<file path="config.mk">
export PLATFORM = sky130hd
export DESIGN_NAME = bder_err_report
export DESIGN_NICKNAME = d
export VERILOG_FILES = /design/src/hdl/bder_pkg.sv /design/src/hdl/bder_err_report.sv /design/src/hdl/bder_sticky.sv
export VERILOG_INCLUDE_DIRS = /design/src /design/src/hdl
export SDC_FILE = /design/constraint.sdc
export NUM_CORES = 1
export LEC_CHECK = 0
export BUFFER_PORTS_ARGS = -buffer_cell sky130_fd_sc_hd__clkbuf_2
export CELL_PAD_IN_SITES_DETAIL_PLACEMENT = 0
export CELL_PAD_IN_SITES_GLOBAL_PLACEMENT = 1
export CORE_ASPECT_RATIO = 0.8
export CORE_MARGIN = 8
export CORE_UTILIZATION = 30
export DETAILED_ROUTE_END_ITERATION = 10
export PLACE_DENSITY_LB_ADDON = 0.05
export SETUP_SLACK_MARGIN = 0.15
export SLEW_MARGIN = 30
export SYNTH_ARGS = -nofsm -noshare
export SYNTH_HDL_FRONTEND = slang
export SYNTH_HIERARCHICAL = 1
export SYNTH_SLANG_ARGS = --single-unit
</file>
<file path="constraint.sdc">
create_clock -name clk_i -period 0.95 [get_ports clk_i]
set_input_delay 0.19 -clock clk_i [delete_from_list [all_inputs] [get_ports clk_i]]
set_output_delay 0.19 -clock clk_i [all_outputs]
set_load 0.005 [all_outputs]
</file>
<file path="src/hdl/bder_map.svh">
// Constants for the bridge data/address error reporting block.
// Assumes inclusion by bare name from design files only.
`ifndef BDER_MAP_SVH
`define BDER_MAP_SVH

// Number of sticky status flags and their positions in the clear vector.
`define BDER_NST         12
`define BDER_ST_DPE      0
`define BDER_ST_FATAL    1
`define BDER_ST_NFATAL   2
`define BDER_ST_SYSERR   3
`define BDER_ST_SEC_DPE  4
`define BDER_ST_MDP      5
`define BDER_ST_SEC_RSE  6
`define BDER_ST_STA      7
`define BDER_ST_UDE      8
`define BDER_ST_PAE      9
`define BDER_ST_SAE      10
`define BDER_ST_UAE      11

// Error classes that count as detected errors and may raise a message.
`define BDER_NCLS        5
`define BDER_CL_IMM      0
`define BDER_CL_NPW_PERR 1
`define BDER_CL_PCI_NPW  2
`define BDER_CL_PCI_PW   3
`define BDER_CL_DRC      4

// Reset values.
`define BDER_FLAG_RST    1'b0
`define BDER_PIN_N_RST   1'b1
`define BDER_OE_RST      1'b0
`define BDER_MSG_RST     1'b0

`endif

</file>
<file path="src/hdl/bder_pkg.sv">
// Types shared by the error reporting block.
// Assumes nothing of its surroundings.
package bder_pkg;

	// Drive phases of the sustained tri-state parity error pin.
	typedef enum logic [1:0] {
		PIN_IDLE,
		PIN_LOW,
		PIN_HIGH
	} bder_pin_e;

endpackage : bder_pkg

</file>
<file path="src/hdl/bder_err_report.sv">
// Uncorrectable data and address error reporting of a PCIe-to-PCI bridge.
// Assumes every event input is a one-cycle pulse synchronous to clk_i,
// and that the pad logic resolves the parity error pin from its enable.
`timescale 1ns/1ps
`default_nettype none

`include "bder_map.svh"

module bder_err_report
	import bder_pkg::*;
#(
	parameter int NCLS = `BDER_NCLS,
	parameter int NST  = `BDER_NST
)
(
	input  wire logic            clk_i,
	input  wire logic            sys_rst_i,
	input  wire logic            ce_i,
	input  wire logic            pcie_imm_data_err_i,
	input  wire logic            pcie_npw_perr_seen_i,
	input  wire logic            pcie_pw_perr_seen_i,
	input  wire logic            pcie_serr_seen_i,
	input  wire logic            pci_npw_data_err_i,
	input  wire logic            pci_pw_data_err_i,
	input  wire logic            pci_drc_data_err_i,
	input  wire logic            pci_addr_err_i,
	input  wire logic            secondary_parity_response_en_i,
	input  wire logic            system_error_report_en_i,
	input  wire logic            err_msg_en_i,
	input  wire logic [NCLS-1:0] severity_fatal_i,
	input  wire logic [NST-1:0]  status_clr_i,
	output var  logic            detected_parity_error_o,
	output var  logic            fatal_error_detected_o,
	output var  logic            nonfatal_error_detected_o,
	output var  logic            system_error_flag_o,
	output var  logic            sec_detected_parity_error_o,
	output var  logic            master_data_parity_seen_o,
	output var  logic            sec_received_system_error_o,
	output var  logic            signaled_target_abort_o,
	output var  logic            sec_uncorr_data_err_o,
	output var  logic            sec_parity_asserted_err_o,
	output var  logic            sec_syserr_asserted_err_o,
	output var  logic            sec_uncorr_addr_err_o,
	output var  logic            parity_error_pin_n_o,
	output var  logic            parity_error_pin_oe_o,
	output var  logic            err_fatal_msg_o,
	output var  logic            err_nonfatal_msg_o
);

	logic [NCLS-1:0] cls_ev;
	logic            fatal_ev;
	logic            nonfatal_ev;
	logic            fatal_msg;
	logic            nonfatal_msg;
	logic            syserr_set;
	logic            pin_req;
	logic            mdp_set;
	logic            sec_dpe_set;
	logic            ude_set;
	logic            pae_set;

	bder_pin_e       pin_ff;
	bder_pin_e       nxt_pin;
	logic            pin_n_ff;
	logic            nxt_pin_n;
	logic            pin_oe_ff;
	logic            nxt_pin_oe;
	logic            fmsg_ff;
	logic            nxt_fmsg;
	logic            nfmsg_ff;
	logic            nxt_nfmsg;

	// Classes whose error counts toward the device-status detected flags.
	always_comb
	begin
		cls_ev                      = '0;
		cls_ev[`BDER_CL_IMM]        = pcie_imm_data_err_i;
		cls_ev[`BDER_CL_NPW_PERR]   = pcie_npw_perr_seen_i;
		cls_ev[`BDER_CL_PCI_NPW]    = pci_npw_data_err_i;
		cls_ev[`BDER_CL_PCI_PW]     = pci_pw_data_err_i;
		cls_ev[`BDER_CL_DRC]        = pci_drc_data_err_i;
	end

	// Severity picks the flag and the message kind per class.
	assign fatal_ev     = |(cls_ev & severity_fatal_i);
	assign nonfatal_ev  = |(cls_ev & ~severity_fatal_i);
	assign fatal_msg    = fatal_ev & err_msg_en_i;
	assign nonfatal_msg = nonfatal_ev & err_msg_en_i;
	assign syserr_set   = (fatal_msg | nonfatal_msg) & system_error_report_en_i;

	assign pin_req     = (pcie_imm_data_err_i | pci_pw_data_err_i) & secondary_parity_response_en_i;
	assign mdp_set     = (pcie_imm_data_err_i | pcie_pw_perr_seen_i | pci_pw_data_err_i)
	                     & secondary_parity_response_en_i;
	assign sec_dpe_set = pci_npw_data_err_i | pci_pw_data_err_i | pci_addr_err_i;
	assign ude_set     = pcie_imm_data_err_i | pci_npw_data_err_i | pci_pw_data_err_i;
	assign pae_set     = pcie_npw_perr_seen_i | pcie_pw_perr_seen_i | pci_drc_data_err_i;

	bder_sticky u_dpe (
		.clk_i     (clk_i),
		.sys_rst_i (sys_rst_i),
		.ce_i      (ce_i),
		.set_i     (pcie_imm_data_err_i),
		.clr_i     (status_clr_i[`BDER_ST_DPE]),
		.flag_o    (detected_parity_error_o)
	);

	bder_sticky u_fatal (
		.clk_i     (clk_i),
		.sys_rst_i (sys_rst_i),
		.ce_i      (ce_i),
		.set_i     (fatal_ev),
		.clr_i     (status_clr_i[`BDER_ST_FATAL]),
		.flag_o    (fatal_error_detected_o)
	);

	bder_sticky u_nfatal (
		.clk_i     (clk_i),
		.sys_rst_i (sys_rst_i),
		.ce_i      (ce_i),
		.set_i     (nonfatal_ev),
		.clr_i     (status_clr_i[`BDER_ST_NFATAL]),
		.flag_o    (nonfatal_error_detected_o)
	);

	bder_sticky u_syserr (
		.clk_i     (clk_i),
		.sys_rst_i (sys_rst_i),
		.ce_i      (ce_i),
		.set_i     (syserr_set),
		.clr_i     (status_clr_i[`BDER_ST_SYSERR]),
		.flag_o    (system_error_flag_o)
	);

	bder_sticky u_sec_dpe (
		.clk_i     (clk_i),
		.sys_rst_i (sys_rst_i),
		.ce_i      (ce_i),
		.set_i     (sec_dpe_set),
		.clr_i     (status_clr_i[`BDER_ST_SEC_DPE]),
		.flag_o    (sec_detected_parity_error_o)
	);

	bder_sticky u_mdp (
		.clk_i     (clk_i),
		.sys_rst_i (sys_rst_i),
		.ce_i      (ce_i),
		.set_i     (mdp_set),
		.clr_i     (status_clr_i[`BDER_ST_MDP]),
		.flag_o    (master_data_parity_seen_o)
	);

	bder_sticky u_sec_rse (
		.clk_i     (clk_i),
		.sys_rst_i (sys_rst_i),
		.ce_i      (ce_i),
		.set_i     (pcie_serr_seen_i),
		.clr_i     (status_clr_i[`BDER_ST_SEC_RSE]),
		.flag_o    (sec_received_system_error_o)
	);

	bder_sticky u_sta (
		.clk_i     (clk_i),
		.sys_rst_i (sys_rst_i),
		.ce_i      (ce_i),
		.set_i     (pci_addr_err_i),
		.clr_i     (status_clr_i[`BDER_ST_STA]),
		.flag_o    (signaled_target_abort_o)
	);

	bder_sticky u_ude (
		.clk_i     (clk_i),
		.sys_rst_i (sys_rst_i),
		.ce_i      (ce_i),
		.set_i     (ude_set),
		.clr_i     (status_clr_i[`BDER_ST_UDE]),
		.flag_o    (sec_uncorr_data_err_o)
	);

	bder_sticky u_pae (
		.clk_i     (clk_i),
		.sys_rst_i (sys_rst_i),
		.ce_i      (ce_i),
		.set_i     (pae_set),
		.clr_i     (status_clr_i[`BDER_ST_PAE]),
		.flag_o    (sec_parity_asserted_err_o)
	);

	bder_sticky u_sae (
		.clk_i     (clk_i),
		.sys_rst_i (sys_rst_i),
		.ce_i      (ce_i),
		.set_i     (pcie_serr_seen_i),
		.clr_i     (status_clr_i[`BDER_ST_SAE]),
		.flag_o    (sec_syserr_asserted_err_o)
	);

	bder_sticky u_uae (
		.clk_i     (clk_i),
		.sys_rst_i (sys_rst_i),
		.ce_i      (ce_i),
		.set_i     (pci_addr_err_i),
		.clr_i     (status_clr_i[`BDER_ST_UAE]),
		.flag_o    (sec_uncorr_addr_err_o)
	);

	// The pin is sustained tri-state: one cycle low, one cycle driven high,
	// then released, so the bus never floats from low straight to idle.
	// A new request during either phase restarts the low phase.
	always_comb
	begin
		nxt_pin    = pin_ff;
		nxt_pin_n  = pin_n_ff;
		nxt_pin_oe = pin_oe_ff;
		nxt_fmsg   = fmsg_ff;
		nxt_nfmsg  = nfmsg_ff;
		if (ce_i)
		begin
			nxt_fmsg  = fatal_msg;
			nxt_nfmsg = nonfatal_msg;
			if (pin_req)
				nxt_pin = PIN_LOW;
			else
			begin
				case (pin_ff)
					PIN_IDLE: nxt_pin = PIN_IDLE;
					PIN_LOW:  nxt_pin = PIN_HIGH;
					PIN_HIGH: nxt_pin = PIN_IDLE;
					default:  nxt_pin = PIN_IDLE;
				endcase
			end
			nxt_pin_n  = (nxt_pin != PIN_LOW);
			nxt_pin_oe = (nxt_pin != PIN_IDLE);
		end
	end

	always_ff @(posedge clk_i or posedge sys_rst_i)
	begin
		if (sys_rst_i)
		begin
			pin_ff    <= PIN_IDLE;
			pin_n_ff  <= `BDER_PIN_N_RST;
			pin_oe_ff <= `BDER_OE_RST;
			fmsg_ff   <= `BDER_MSG_RST;
			nfmsg_ff  <= `BDER_MSG_RST;
		end
		else
		begin
			pin_ff    <= nxt_pin;
			pin_n_ff  <= nxt_pin_n;
			pin_oe_ff <= nxt_pin_oe;
			fmsg_ff   <= nxt_fmsg;
			nfmsg_ff  <= nxt_nfmsg;
		end
	end

	assign parity_error_pin_n_o  = pin_n_ff;
	assign parity_error_pin_oe_o = pin_oe_ff;
	assign err_fatal_msg_o       = fmsg_ff;
	assign err_nonfatal_msg_o    = nfmsg_ff;
endmodule : bder_err_report

`default_nettype wire

</file>
<file path="src/hdl/bder_sticky.sv">
// One sticky status flag: hardware sets, software clears.
// Assumes set and clear are synchronous to clk_i.
`timescale 1ns/1ps
`default_nettype none

`include "bder_map.svh"

module bder_sticky
	import bder_pkg::*;
(
	input  wire logic clk_i,
	input  wire logic sys_rst_i,
	input  wire logic ce_i,
	input  wire logic set_i,
	input  wire logic clr_i,
	output var  logic flag_o
);

	logic flag_ff;
	logic nxt_flag;

	// An event arriving with the clear is kept: set wins.
	always_comb
	begin
		nxt_flag = flag_ff;
		if (ce_i)
		begin
			if (set_i)
				nxt_flag = 1'b1;
			else if (clr_i)
				nxt_flag = 1'b0;
		end
	end

	always_ff @(posedge clk_i or posedge sys_rst_i)
	begin
		if (sys_rst_i)
			flag_ff <= `BDER_FLAG_RST;
		else
			flag_ff <= nxt_flag;
	end

	assign flag_o = flag_ff;

endmodule : bder_sticky

`default_nettype wire

</file>
# [Word level (Yosys, flattened, before mapping)]
# Cells that the tools add are included.
[totals] inputBits=31 register_bits=18
[classes] n_reduce_logical=27 bitwise=18 muxes=27 n_eq_ne=2
[ops] operator="$reduce_bool A2 Y1" count=13
[ops] operator="$mux W1" count=24
[ops] operator="$reduce_and A2 Y1" count=12
[ops] operator="$and A5 B5 Y5" count=2
[ops] operator="$or A1 B1 Y1" count=10
[ops] operator="$reduce_or A5 Y1" count=2
[ops] operator="$mux W2" count=3
[ops] operator="$and A1 B1 Y1" count=5
[ops] operator="$not A5 Y5" count=1
[ops] operator="$eq A2 B1 Y1 const B" count=1
[ops] operator="$ne A2 B1 Y1 const B" count=1

# [Longest topological paths before layout]
[depth] ltp_word=8 ltp_mapped=5 depth_no_buf=5

# [By module]
# The synthesis kept the hierarchy.
[by_module_without_submodules] mod="bder_sticky" seq_area_each_um2=25.0 instances=12 area_per_inst_um2=41.3 cells_per_inst=4
[by_module_without_submodules] mod="bder_err_report" seq_area_each_um2=151.4 instances=1 area_per_inst_um2=360.3 cells_per_inst=42

# [Worst setup path after synthesis]
# Ideal clock, no wire load.
[synth_path] path_kind="input to register" start="input port severity_fatal_i[0]" end="register u_syserr.flag_ff (netlist: u_syserr/flag_o)" n_path_buf=0 setup_time_ns=0.121 t_arrival_ns=1.082 required_time_ns=0.829 slack_ns=-0.253 cell_stages=5 cell_sequence="a222oi_1 -> inv_1 -> a221oi_2 -> a21oi_1 -> a22o_1"
[synth_between] elab_chain_len=8
[synth_lines] element="start: declaration" line="bder_err_report.sv:30" text="input wire logic [NCLS-1:0] severity_fatal_i,"
[synth_lines] element="$not A5 Y5" line="bder_err_report.sv:86" text="assign nonfatal_ev = |(cls_ev & ~severity_fatal_i);"
[synth_lines] element="$and A5 B5 Y5" line="bder_err_report.sv:86"
[synth_lines] element="$reduce_or A5 Y1" line="bder_err_report.sv:86"
[synth_lines] element="$and A1 B1 Y1" line="bder_err_report.sv:88" text="assign nonfatal_msg = nonfatal_ev & err_msg_en_i;"
[synth_lines] element="$or A1 B1 Y1 (*)" line="bder_err_report.sv:89" text="assign syserr_set = (fatal_msg | nonfatal_msg) & system_error_report_en_i;"
[synth_lines] element="$and A1 B1 Y1 (*)" line="bder_err_report.sv:89"
[synth_lines] element="net syserr_set" line="bder_err_report.sv:55" text="logic syserr_set;"
[synth_lines] element="$reduce_bool A2 Y1 (no source line)"
[synth_lines] element="$reduce_and A2 Y1 (no source line)"
[synth_lines] element="end signal: assignment" line="bder_sticky.sv:38" text="flag_ff <= `BDER_FLAG_RST;"
[synth_lines] element="end signal: assignment" line="bder_sticky.sv:40" text="flag_ff <= nxt_flag;"
[synth_lines] element="end: declaration" line="bder_sticky.sv:19" text="logic flag_ff;"
# Mark *: on every way through the listed nets, which the timed path passes. The rest lies on a longest branch.
# A chain may end at the register's enable or synchronous reset.

# [Worst setup path after layout]
[layout_path] start="register pin_n_ff (netlist: parity_error_pin_n_o)" end="output port parity_error_pin_n_o"
[layout_lines] element="start: declaration" line="bder_err_report.sv:64" text="logic pin_n_ff;"
[layout_lines] element="start signal: assignment" line="bder_err_report.sv:241" text="pin_n_ff <= `BDER_PIN_N_RST;"
[layout_lines] element="start signal: assignment" line="bder_err_report.sv:249" text="pin_n_ff <= nxt_pin_n;"
[layout_lines] element="end: declaration" line="bder_err_report.sv:44" text="output var logic parity_error_pin_n_o,"
# No word-level cell between the ends.

==> reports/metrics.cfg <==
[setup_path]
worstSetupEndpointType = output pin
arrival_ns = 0.92
path_cells = clkbuf_2
crit_fanout = 2
slowest_stage = dfstp_2
path_class = reg -> out
start_kind = register
critPathRequiredTime_ns = 0.76
critical_path.top_delay_family = flip-flops
cpPeakStageDelay_ns = 0.54
critPathBufInv = 1

[global_routing]
overflow = 0
grt_pass1_wl_microns = 4430
grt_use_total = 0.116
grt_max_degree = 17
grt_pass1_vias = 988
antenna_found_initial = 0

[timing]
min_period_ns = 1.11
maxSlewViolCount = 0
finalHoldViolations = 0
timing.final.crit_share = 1.17
rsz0062_at_grt = true
clock_skew_ns = 0.000181
setup_slack_ns = -0.165
worst_pin_slew_ns = 0.294
fmax_mhz = 897
setup_violations = 18
slew_headroom = 0.804

[floorplanning]
ios = 47
die_w_microns = 75.7
fp.coreArea_sq_um = 2740
rows = 17
die_h_microns = 63.8
dieArea_sq_um = 4830
start_util = 0.312

[synth]
synthArstFlopShare = 1.00
syn_nets = 121
synth_top_cell_by_area = dfrtp_1
synth-seq-cells = 18
ys_types = 23
synth.avg_cell_area_sq_um = 9.51
ys.flop_type = dfrtp_1
netlist.area_leader.share = 0.497
synthCells = 90
ys_seq_area_frac = 0.528
ys_warn_count = 6
synth_edf_count = 0
ys_top_cells_by_area = dfrtp_1 (50%), a22o_1 (12%), inv_1 (9.6%), nand2_1 (6.1%), dfstp_2 (3.1%)
synth_area_sq_um = 856

[outcome]
status = complete, but fails checks
violations = setup timing

[place]
place_area_sq_um = 1250
pre_cts_slack_ns = -0.519
io_buffers = 46
place_congestion = 0.740
dp_hpwl_microns = 2100

[clock_tree]
cts_buffers = 3
cts.sink_count = 18
clk_pin_slew_ns = 0.09
clockBufferDepth = 2
cts_tree = done
clock_latency_ns = 0.29
cts_root_buf = clkbuf_4
cts_max_level = 1

[flow_run]
max_cap_viol_count = 0

[hold_path]
hp-class = in -> reg

[final_layout]
top_register = pin_ff
final_common_cell = clkbuf_2
drive_above_1_share = 0.527
antenna_cells = 0
nets = 199
largest_register_ffs = 2
most-common-layout-cells = clkbuf_2 (44), inv_1 (19), dfrtp_1 (17), buf_4 (16), nand2_1 (14)
stdcell_area_sq_um = 1490
area_growth_pct = 73.8

[drt]
route.detailed.drc = 0
drtAntennaViolNets = 0
vias = 906
drtPass1Iterations = 4
viasPerCell = 4.42
routed_wl_microns = 2630
drtIter0Drc = 23
wl_per_cell_microns = 12.8

[power_and_ir_drop]
power.density_nw_per_um2 = 1260
leakagePower_nw = 0.813
power.total_w = 0.00187
ir_worst_vdd_v = 0.000627

final cells by class:
cell class / count / area, sq um
clock buffers: 4 / 26.3
inverters: 22 / 85.1
repair buffers: 74 / 505
flip-flops and latches: 18 / 452
fillers: 275 / 1260
well taps: 38 / 47.5
multi-input cells: 49 / 372
Yosys cell counts (2+ instances only):
| library cell | number |
|---|---|
| nand2_1 | 14 |
| dfrtp_1 | 17 |
| nor2_1 | 2 |
| inv_1 | 22 |
| or3_1 | 2 |
| a22o_1 | 12 |
| a21oi_1 | 2 |
| o22ai_1 | 4 |
per-layer routing:
| metal | vias to the layer above | GRT usage | share of wire |
|---|---|---|---|
| li1 | 458 | - | - |
| met1 | 424 | 0.136 | 0.42 |
| met3 | 2 | 0.0374 | 0.073 |
| met4 | 0 | 0.0215 | 0.0053 |
| met5 | - | 0 | 0 |
| met2 | 22 | 0.201 | 0.50 |
logic make-up after synthesis:
logic type,after synthesis,share of synthesized area
and+or+nand+nor,23,0.120
AOI/OAI and AO/OA,24,0.227
buffers and inverters,23,0.101
muxes,2,0.0249
DFF,18,0.528
worst paths after layout:
path                                        end  cells past startpoint  slack [ns]                  from
max                        parity_error_pin_n_o                      1       -0.16  parity_error_pin_n_o
min                                u_sae/flag_o                      2        0.15      pcie_serr_seen_i
max reg2reg                        u_sta/flag_o                      3        0.04          u_sta/flag_o
min reg2reg                parity_error_pin_n_o                      2        0.49  parity_error_pin_n_o
max in group asynchronous  parity_error_pin_n_o                      3        0.32             sys_rst_i
min in group asynchronous             pin_ff[0]                      3        0.35             sys_rst_i
stage by stage:
step	TNS [ns]	utilization	hold WS, ns	cells
floorplan	-0.509	-	-0.0813	90
global placement	-2.56	0.455	0.131	186
detailed placement	-2.68	0.455	0.137	186
CTS	-1.22	0.497	0.146	200
global route	-2.04	0.542	0.134	205
finish	-1.03	0.542	0.149	205
timing repair:
| item | in CTS | in global routing |
|---|---|---|
| pin swaps | 6 | 9 |
| gates resized for setup | 3 | 22 |
| endpoints found under the hold margin | 17 | 0 |
| endpoints found under the setup margin | 22 | 30 |
| buffers inserted | 9 | 5 |
| hold buffers | 1 | 0 |
| cloned | 0 | 0 |
power by group:
group | leakage (nW) | switching, W | internal (W) | total [W]
clock | 0.0150 | 0.000237 | 0.000163 | 0.000400
combinational | 0.594 | 0.000227 | 0.000343 | 0.000571
sequential | 0.205 | 0.0000466 | 0.000853 | 0.000899
Power figures use the tool's default switching activity.
